`src/inc/wbm_defs.svh`:
```
// Constants for the bus master port: widths, lengths and reset values.
// Assumes inclusion by the package and the master module, one clock domain.
//
// Functional notes
// All bus signals are active high.
// Outputs registered, inputs sampled on rising edge.
// High reset restarts port and state machines.
// Reset need only clear the bus logic.
// One system module supplies clock and reset.
// Data arrays are 8, 16, 32 or 64 bits.
// Granularity is 8, 16, 32 or 64 bits.
// Address lower bound follows port size, granularity.
// Address array may be omitted for FIFO ports.
// Cycle valid held through every block transfer.
// Cycle valid doubles as arbiter bus request.
// Acknowledge marks normal transfer completion.
// Data tags follow data timing, strobe qualified.
// Unknown max operand equals the granularity; the code takes it equal to the port, with all selects high.
// Fixed byte order; equal when size equals granularity.
// Strobe marks each valid data transfer.
// Slave reacts only while strobe is high.
// Acknowledge sampled only with cycle and strobe.
// Cycle and strobe low while reset is high; the code clears them at the first clock edge that samples reset high.
`ifndef WBM_DEFS_SVH
`define WBM_DEFS_SVH

`define WBM_PORT_BITS   32
`define WBM_GRAN_BITS   8
`define WBM_ADDR_BITS   32
`define WBM_TAG_BITS    4
`define WBM_LEN_BITS    8
`define WBM_BIG_ENDIAN  1'h0
`define WBM_ZERO_LEN    8'h00
`define WBM_ONE_LEN     8'h01
`define WBM_WORD_STEP   1'h1

`endif

```
`src/inc/wbm_pkg.sv`:
```
// Types shared by the bus master port.
// Assumes the constants header is on the include path.
`include "wbm_defs.svh"

package wbm_pkg;

   // -----------------------------------------------------------------
   // Types
   // -----------------------------------------------------------------
   typedef enum logic [1:0] {
      WBM_IDLE,
      WBM_XFER,
      WBM_DONE
   } wbm_state_t;

   // One user request: a block of count transfers from a start word.
   typedef struct packed {
      logic                         write;
      logic [`WBM_ADDR_BITS-1:0]    addr;
      logic [`WBM_LEN_BITS-1:0]     count;
   } wbm_req_t;

   // One data beat with its tag.
   typedef struct packed {
      logic [`WBM_TAG_BITS-1:0]     tag;
      logic [`WBM_PORT_BITS-1:0]    data;
   } wbm_beat_t;

endpackage

```
`src/design/wbm_master.sv`:
```
// Bus master port: turns user block requests into bus cycles.
// Assumes a same-clock user side and a fabric that answers each strobe.
`include "wbm_defs.svh"

module wbm_master #(
   parameter int PORT_BITS = `WBM_PORT_BITS,
   parameter int GRAN_BITS = `WBM_GRAN_BITS,
   parameter int ADDR_BITS = `WBM_ADDR_BITS,
   parameter int TAG_BITS  = `WBM_TAG_BITS
) (
   // System
   input  wire logic                          core_clk,
   input  wire logic                          rstn,
   // Bus reset, active high from the system controller
   input  wire logic                          rst_i,
   // User request side
   input  wire logic                          req_valid,
   output logic                               req_ready,
   input  wire wbm_pkg::wbm_req_t             req,
   input  wire wbm_pkg::wbm_beat_t            wr_beat,
   output logic                               wr_take,
   output logic                               rd_valid,
   output wbm_pkg::wbm_beat_t                 rd_beat,
   output logic                               done,
   // Bus side
   output logic                               cyc_o,
   output logic                               stb_o,
   output logic                               we_o,
   output logic [ADDR_BITS-1:$clog2(PORT_BITS/GRAN_BITS)] adr_o,
   output logic [PORT_BITS/GRAN_BITS-1:0]     sel_o,
   output logic [PORT_BITS-1:0]               dat_o,
   output logic [TAG_BITS-1:0]                tgd_o,
   input  wire logic [PORT_BITS-1:0]          dat_i,
   input  wire logic [TAG_BITS-1:0]           tgd_i,
   input  wire logic                          ack_i
);

   localparam int LSB = $clog2(PORT_BITS / GRAN_BITS);
   localparam int AW  = ADDR_BITS - LSB;

   // ------------------------------------------------------------------
   // State
   // ------------------------------------------------------------------
   // Control group: cleared by either reset.
   wbm_pkg::wbm_state_t               state_reg,  state_next;
   logic                              cyc_reg,    cyc_next;
   logic                              stb_reg,    stb_next;
   logic                              we_reg,     we_next;
   logic [`WBM_LEN_BITS-1:0]          left_reg,   left_next;
   logic                              rdv_reg,    rdv_next;
   logic                              done_reg,   done_next;
   // Data path group: cleared only by the system reset.
   logic [ADDR_BITS-1:LSB]            adr_reg,    adr_next;
   logic [PORT_BITS-1:0]              dato_reg,   dato_next;
   logic [TAG_BITS-1:0]               tgdo_reg,   tgdo_next;
   wbm_pkg::wbm_beat_t                rdb_reg,    rdb_next;
   // Events: the qualified acknowledge, and those handed from the control group to the data path.
   logic                              ack_seen;
   logic                              start_go;
   logic                              beat_go;
   logic                              rd_cap;

   // Acknowledge counts only inside an own strobed transfer.
   assign ack_seen = cyc_reg & stb_reg & ack_i;

   // ------------------------------------------------------------------
   // Control next state
   // ------------------------------------------------------------------
   always_comb begin
      state_next = state_reg;
      cyc_next   = cyc_reg;
      stb_next   = stb_reg;
      we_next    = we_reg;
      left_next  = left_reg;
      rdv_next   = 1'h0;
      done_next  = 1'h0;
      req_ready  = 1'h0;
      wr_take    = 1'h0;
      start_go   = 1'h0;
      beat_go    = 1'h0;
      rd_cap     = 1'h0;
      unique case (state_reg)
         wbm_pkg::WBM_IDLE: begin
            req_ready = 1'h1;
            if (req_valid && req.count != `WBM_ZERO_LEN) begin
               // Cycle valid rises with the first transfer and asks the arbiter.
               cyc_next   = 1'h1;
               stb_next   = 1'h1;
               we_next    = req.write;
               left_next  = req.count;
               wr_take    = req.write;
               start_go   = 1'h1;
               state_next = wbm_pkg::WBM_XFER;
            end
         end
         wbm_pkg::WBM_XFER: begin
            if (ack_seen) begin
               rdv_next = !we_reg;
               rd_cap   = !we_reg;
               if (left_reg == `WBM_ONE_LEN) begin
                  // Cycle valid drops only after the last transfer ends.
                  cyc_next   = 1'h0;
                  stb_next   = 1'h0;
                  state_next = wbm_pkg::WBM_DONE;
               end else begin
                  left_next = left_reg - `WBM_ONE_LEN;
                  wr_take   = we_reg;
                  beat_go   = 1'h1;
               end
            end
         end
         wbm_pkg::WBM_DONE: begin
            done_next  = 1'h1;
            state_next = wbm_pkg::WBM_IDLE;
         end
         default: begin
            // An unused state code falls back to idle with the bus released.
            cyc_next   = 1'h0;
            stb_next   = 1'h0;
            state_next = wbm_pkg::WBM_IDLE;
         end
      endcase
      // The bus reset wins over a request or an acknowledge in the same cycle,
      // so no request is accepted and then silently lost.
      if (rst_i) begin
         state_next = wbm_pkg::WBM_IDLE;
         cyc_next   = 1'h0;
         stb_next   = 1'h0;
         we_next    = 1'h0;
         left_next  = `WBM_ZERO_LEN;
         rdv_next   = 1'h0;
         done_next  = 1'h0;
         req_ready  = 1'h0;
         wr_take    = 1'h0;
         start_go   = 1'h0;
         beat_go    = 1'h0;
         rd_cap     = 1'h0;
      end
   end

   // ------------------------------------------------------------------
   // Control registers
   // ------------------------------------------------------------------
   always_ff @(posedge core_clk or negedge rstn) begin
      if (!rstn) begin
         state_reg <= wbm_pkg::WBM_IDLE;
         cyc_reg   <= 1'h0;
         stb_reg   <= 1'h0;
         we_reg    <= 1'h0;
         left_reg  <= `WBM_ZERO_LEN;
         rdv_reg   <= 1'h0;
         done_reg  <= 1'h0;
      end else begin
         state_reg <= state_next;
         cyc_reg   <= cyc_next;
         stb_reg   <= stb_next;
         we_reg    <= we_next;
         left_reg  <= left_next;
         rdv_reg   <= rdv_next;
         done_reg  <= done_next;
      end
   end

   // ------------------------------------------------------------------
   // Data path next state
   // ------------------------------------------------------------------
   // The bus reset only clears the control group; address, data and tags stay.
   always_comb begin
      adr_next  = adr_reg;
      dato_next = dato_reg;
      tgdo_next = tgdo_reg;
      rdb_next  = rdb_reg;
      if (start_go) begin
         adr_next  = req.addr[ADDR_BITS-1:LSB];
         dato_next = wr_beat.data;
         tgdo_next = wr_beat.tag;
      end
      if (beat_go) begin
         adr_next  = adr_reg + AW'(`WBM_WORD_STEP);
         dato_next = wr_beat.data;
         tgdo_next = wr_beat.tag;
      end
      if (rd_cap) begin
         rdb_next.data = dat_i;
         rdb_next.tag  = tgd_i;
      end
   end

   // ------------------------------------------------------------------
   // Data path registers
   // ------------------------------------------------------------------
   always_ff @(posedge core_clk or negedge rstn) begin
      if (!rstn) begin
         adr_reg  <= '0;
         dato_reg <= '0;
         tgdo_reg <= '0;
         rdb_reg  <= '0;
      end else begin
         adr_reg  <= adr_next;
         dato_reg <= dato_next;
         tgdo_reg <= tgdo_next;
         rdb_reg  <= rdb_next;
      end
   end

   // ------------------------------------------------------------------
   // Outputs
   // ------------------------------------------------------------------
   // Whole-word selects: largest operand taken equal to the port, so
   // byte order cannot matter here.
   assign sel_o    = '1;
   assign cyc_o    = cyc_reg;
   assign stb_o    = stb_reg;
   assign we_o     = we_reg;
   assign adr_o    = adr_reg;
   assign dat_o    = dato_reg;
   assign tgd_o    = tgdo_reg;
   assign rd_valid = rdv_reg;
   assign rd_beat  = rdb_reg;
   assign done     = done_reg;

endmodule // wbm_master

```
`config.mk`:
```
export PLATFORM = sky130hd
export DESIGN_NAME = wbm_master
export DESIGN_NICKNAME = d
export VERILOG_FILES = /design/src/inc/wbm_pkg.sv /design/src/design/wbm_master.sv
export VERILOG_INCLUDE_DIRS = /design/src /design/src/inc
export SDC_FILE = /design/constraint.sdc
export NUM_CORES = 1
export LEC_CHECK = 0
export ABC_AREA = 1
export ABC_CLOCK_PERIOD_IN_PS = 1700
export BUFFER_PORTS_ARGS = -buffer_cell sky130_fd_sc_hd__buf_2
export CAP_MARGIN = 40
export CORE_MARGIN = 2
export CORE_UTILIZATION = 49
export DETAILED_ROUTE_END_ITERATION = 16
export PLACE_DENSITY = 0.81
export SYNTH_ARGS = -nofsm -noshare
export SYNTH_HDL_FRONTEND = slang
export SYNTH_SLANG_ARGS = --single-unit
```
`constraint.sdc`:
```
create_clock -name core_clk -period 1.7 [get_ports core_clk]
set_input_delay 0.34 -clock core_clk [delete_from_list [all_inputs] [get_ports core_clk]]
set_output_delay 0.34 -clock core_clk [all_outputs]
set_load 0.01 [all_outputs]
```
# Word-level counts from Yosys, hierarchy flattened
# Cells that the tools add are included.
word_totals:
  ff_bits: 116
  input_bits: 118
op_classes:
  addsub: 2
  n_eq_ne: 8
  muxes: 43
  n_bitwise: 1
  reduce_logical: 12
op_table:
  columns: ["cell", "n"]
  rows:
  - ["$mux 32", 2]
  - ["$mux 30", 2]
  - ["$mux 8", 4]
  - ["$add 30x1->30 const B", 1]
  - ["$mux 1", 25]
  - ["$pmux 8 s2", 1]
  - ["$ne 3x3->1 const B", 4]
  - ["$eq 8x1->1 const B", 1]
  - ["$mux 2", 4]
  - ["$mux 4", 2]
  - ["$reduce_and 4->1", 2]
  - ["$reduce_bool 8->1", 1]
  - ["$sub 8x1->8 const B", 1]
  - ["$reduce_bool 2->1", 3]
  - ["$pmux 2 s2", 1]
  - ["$pmux 1 s3", 1]
  - ["$reduce_and 3->1", 1]
  - ["$reduce_bool 3->1", 1]
  - ["$eq 2x1->1 const B", 1]
  - ["$eq 2x2->1 const B", 1]
  - ["$logic_not 2->1", 1]
  - ["$ne 2x2->1 const B", 1]
  - ["$pmux 1 s2", 1]
  - ["$reduce_and 2->1", 1]
  - ["3 further kinds", 3]

# Longest topological paths before layout
depth:
  depth_word: 7
  depth_mapped: 12

# Worst setup path after synthesis
# No wires, ideal clock.
synth_timing:
  kind: "reg-to-reg"
  start: "register left_reg[0]"
  end: "register adr_reg (netlist bit adr_o[29])"
  setup_ps: 116
  arrival_ps: 1378
  setup_slack_ps: 205
  path_stages_with_launch: 12
  cell_sequence: "dfrtp_1 > ha_1 > nand2_1 > nor2_1 > nand2_1 > nand3_2 > nand2_2 > inv_2 > buf_6 > buf_6 > nand2_1 > nand2_1"
synth_between:
  elab_chain_cells: 6
  elab_cells_between_ends: 7
  classes_between: "1 x eq/ne; 5 x mux; 1 x reduce/logical"
synth_lines:
  columns: ["element", "line", "source"]
  rows:
  - ["start: declaration", "wbm_master.sv:49", "logic [`WBM_LEN_BITS-1:0] left_reg, left_next;"]
  - ["start signal: assignment", "wbm_master.sv:150", "left_reg <= `WBM_ZERO_LEN;"]
  - ["start signal: assignment", "wbm_master.sv:158", "left_reg <= left_next;"]
  - ["$eq 8x1->1 (no line) *", null, null]
  - ["$mux 1 *", "wbm_master.sv:100", "if (left_reg == `WBM_ONE_LEN) begin"]
  - ["$mux 1 *", "wbm_master.sv:97", "if (ack_seen) begin"]
  - ["$mux 1 *", "wbm_master.sv:82", "unique case (state_reg)"]
  - ["$mux 1 *", "wbm_master.sv:125", "if (rst_i) begin"]
  - ["$mux 30 / $reduce_bool 2->1 (equally long branches)", null, null]
  - ["end signal: assignment", "wbm_master.sv:199", "adr_reg <= adr_next;"]
  - ["end: declaration", "wbm_master.sv:53", "logic [ADDR_BITS-1:LSB] adr_reg, adr_next;"]
# Mark *: on every way between the ends. The rest lies on a longest branch, timed or not.
# A chain may end at the register's enable or synchronous reset.

# Worst setup path after layout
layout_timing:
  start: "register left_reg[1]"
  end: "output wr_take"
layout_between:
  elab_chain_cells: 5
layout_lines:
  columns: ["element", "line", "source"]
  rows:
  - ["$eq 8x1->1 (no line)", null, null]
  - ["$mux 1", "wbm_master.sv:100", null]
  - ["$mux 1", "wbm_master.sv:97", null]
  - ["$pmux 1 s2", "wbm_master.sv:82", null]
  - ["$mux 1", "wbm_master.sv:125", null]
  - ["end: declaration", "wbm_master.sv:21", "output logic wr_take,"]
# No other way between the ends.

==> impl_metrics.ini <==
[timing]
finalSetupTns_ns = -1.26
final.min_clock_period_ns = 1.98
fin_worst_skew_ns = 0.0101
postLayoutSetupSlackWorst_ns = -0.283
worst_slew_pin_slew_ns = 0.562
grt_setup_unrepaired = yes
slew_headroom_pct = 62.5
timing.final.setup_violations = 32
final.period_utilization_pct = 117
fmaxAchievable_ghz = 0.504
final_hold_viol_count = 0
report.final.slew_viol_count = 0

[placement]
gp_routability_congestion = 0.944
place_ws_ns = 0.0286
port-buffer-count = 224
hpwlAfterDp_um = 12300

[yosys]
synthTopCellsByArea = dfrtp_1 (49%), nand2_1 (29%), nand3_1 (4.1%)
synth-edff-count = 0
syn-instance-count = 838
ys_ff_latch = 116
syn_avg_cell_area_um2 = 7.11
post-synth-top-area-fraction_pct = 48.7
yosysMostFrequentCell = nand2_1
yosysWarningCount = 0
synth_top_cells_by_count = nand2_1 (456), dfrtp_1 (116), inv_1 (60), nor2_1 (60), nand3_1 (49)
synth_cell_types = 25
synth_top_flop_cell = dfrtp_1
netlist_area_um2 = 5950
fraction_of_synthesis_flops_using_an_asynchronous_set_or_reset_pin_pct = 100
yosys.area.top_type = dfrtp_1
synth-seq-area-share_pct = 48.7

[hold_path]
hold_class = input pin to flop
timing.hold.worst_path_depth = 3
hp-start = wr_beat[31]
hold-path-endpoint = dat_o[31]

[global_route]
gr-max-usage-layer = met2
first_global_vias = 5702
globalRouteMet3Util_pct = 6.67
antenna_found_initial = 0
globalRouteMet1Util_pct = 31.7
overall_global_routing_resource_usage_pct = 25.8
grt_first_pass_wirelength_um = 26600
maximum_number_of_pins_on_one_net_before_global_route_repair = 38
globalRouteMet2Util_pct = 43.9
overflow = 0

[final_layout]
num-fill-cells = 915
area_growth_syn_to_layout_pct = 47.6
antennaDiodeCount = 0
multi_input_comb_area_um2 = 2800
post_route_cells_drive_above_1_share_pct = 32.3
register_area_um2 = 2900
finish.utilization_pct = 73.8
largest_register_ffs = 36
finish.net_count = 1238

[setup_path]
crit_path_max_fanout = 2
worstReg2RegStart = left_reg[1]
end_kind = primary output
critical-path-slowest-cell = dfrtp_1
cpPeakStageDelay_ns = 0.39
criticalPathCategory = flop to primary output
worstPathCellList = inv_2 > ha_4 > nand2_2 > nor2_2 > nand2_2 > buf_6 > nand4_1 > a21oi_1 > buf_2
timing.critical_path.arrival_ns = 1.64
regToRegSetupSlack_ns = -0.08
rr_worst_depth = 12
startpoint_type = flop
worstPathRequired_ns = 1.36
r2r_end = adr_o[19]
cp_common_cell = nand2_2

[pwr]
share_seq_of_total_power_pct = 36.8
cell_internal_pwr_w = 0.00761
power.clock.fraction_pct = 32.7
pd_cells_nw_per_um2 = 1320
power.ir.vdd_worst_v = 0.000783
power.share.switching_pct = 34.3
power.net_switching_w = 0.00397
leakage_power_nw = 4.96
power.share.combinational_pct = 30.5
totalPowerFinal_w = 0.0116

[floorplan]
design.die.area_um2 = 13000
core-area_um2 = 11900
floorplan.rows = 40
ios = 231
initial_core_util_pct = 50.0
die_height_um = 114
die-width_um = 114

[detailed_routing]
detailroute.via_count = 6390
detailed_route_drc_error_count = 0
wire_per_inst_um = 14.9
drtPass1Iterations = 6
wl_um = 19100
drt_first_iter_violations = 402
antenna_left = 0
avgViaCountPerCell = 5.00

[clocking]
tritoncts.num_buffers = 17
cts_buffer_depth = 2
clock-root-buffer = clkbuf_16
worst_setup_hold_path_clk_slew_ns = 0.06
cts-htree-levels = 4
worst_skew_pair.late_latency_ns = 0.41
cts.sinks = 116
cts_tree = built

[status]
run_status = complete, but fails checks
violations = negative setup slack

[flow_run]
max_cap_violations = 0
-- what timing repair did --
action,in CTS,in global routing
gates resized for setup,6,59
pin swaps,3,12
buffers inserted,5,7
gates cloned,0,18
hold buffers,1,0
setup endpoints to repair,2,73
hold endpoints to repair,28,0
-- layer usage --
metal / vias up / share of wire, % / wire (um)
met4: 0 / 2.3 / 446
met5: - / 0 / 0
met3: 39 / 7.9 / 1510
met2: 289 / 49 / 9380
met1: 2934 / 41 / 7720
li1: 3128 / - / -
-- metrics by stage --
step	hold slack, ns	area (um2)	instances
after floorplan	0.0444	5970	841
after global placement	0.324	7450	1214
after detailed placement	0.334	7450	1214
after CTS	0.112	8140	1252
after global routing	0.116	8790	1277
final	0.123	8790	1277
-- power groups by stage --
stage	Combinational, W	Clock, W	Sequential, W
global placement	0.00308	0	0.00424
global route	0.00391	0.00397	0.00436
floorplan	0.00132	0	0.00459
finish	0.00353	0.00379	0.00426
CTS	0.00322	0.00381	0.00423
detailed placement	0.00317	0	0.00426
-- layout by cell type (no fill, tap or decap), types with 5 or more instances in the layout --
cell,instances
buf_12,14
buf_2,223
buf_4,30
buf_6,6
clkbuf_16,29
dfrtp_1,116
inv_1,59
nand2_1,439
nand2_2,17
nand3_1,38
nand3_2,10
nand3b_1,7
nand4_1,8
nor2_1,56
nor2_2,6
o211ai_1,6
o21ai_0,11
xor2_1,5
-- cell families after synthesis --
group           count (synthesis)  share of synthesized area, %
other cells                     1                        0.0630
fa+ha+maj                       3                         0.630
simple gates                  589                          39.5
compound gates                 24                          2.27
buf+inv                        96                          7.48
xor+xnor                        9                          1.32
flops                         116                          48.7
-- area by class of cell --
cell class                      instances  area share, %
Clock buffer                           19           5.04
Clock inverter                         13           2.06
Inverter                               65           3.06
Multi-Input combinational cell        630           31.9
Sequential cell                       116           33.0
Tap cell                              147           2.09
Timing Repair Buffer                  286           22.7
Timing Repair inverter                  1          0.128
-- critical path: cells and delay by family (launching register included) --
kind	cells	cell delay, ns
compound gates	1	0.07
fa+ha+maj	1	0.13
buf+inv	3	0.33
flops	1	0.39
simple gates	4	0.30
-- how the worst max path moves through the flow --
stage           startpoint   endpoint
5_1_grt        left_reg[1]    wr_take
3_3_place_gp        req[5]  adr_o[16]
2_1_floorplan  left_reg[0]  adr_o[29]
3_5_place_dp        req[5]  adr_o[16]
6_report       left_reg[1]    wr_take
4_1_cts        left_reg[1]    wr_take
Note: power is estimated with default switching activity, not from simulation.
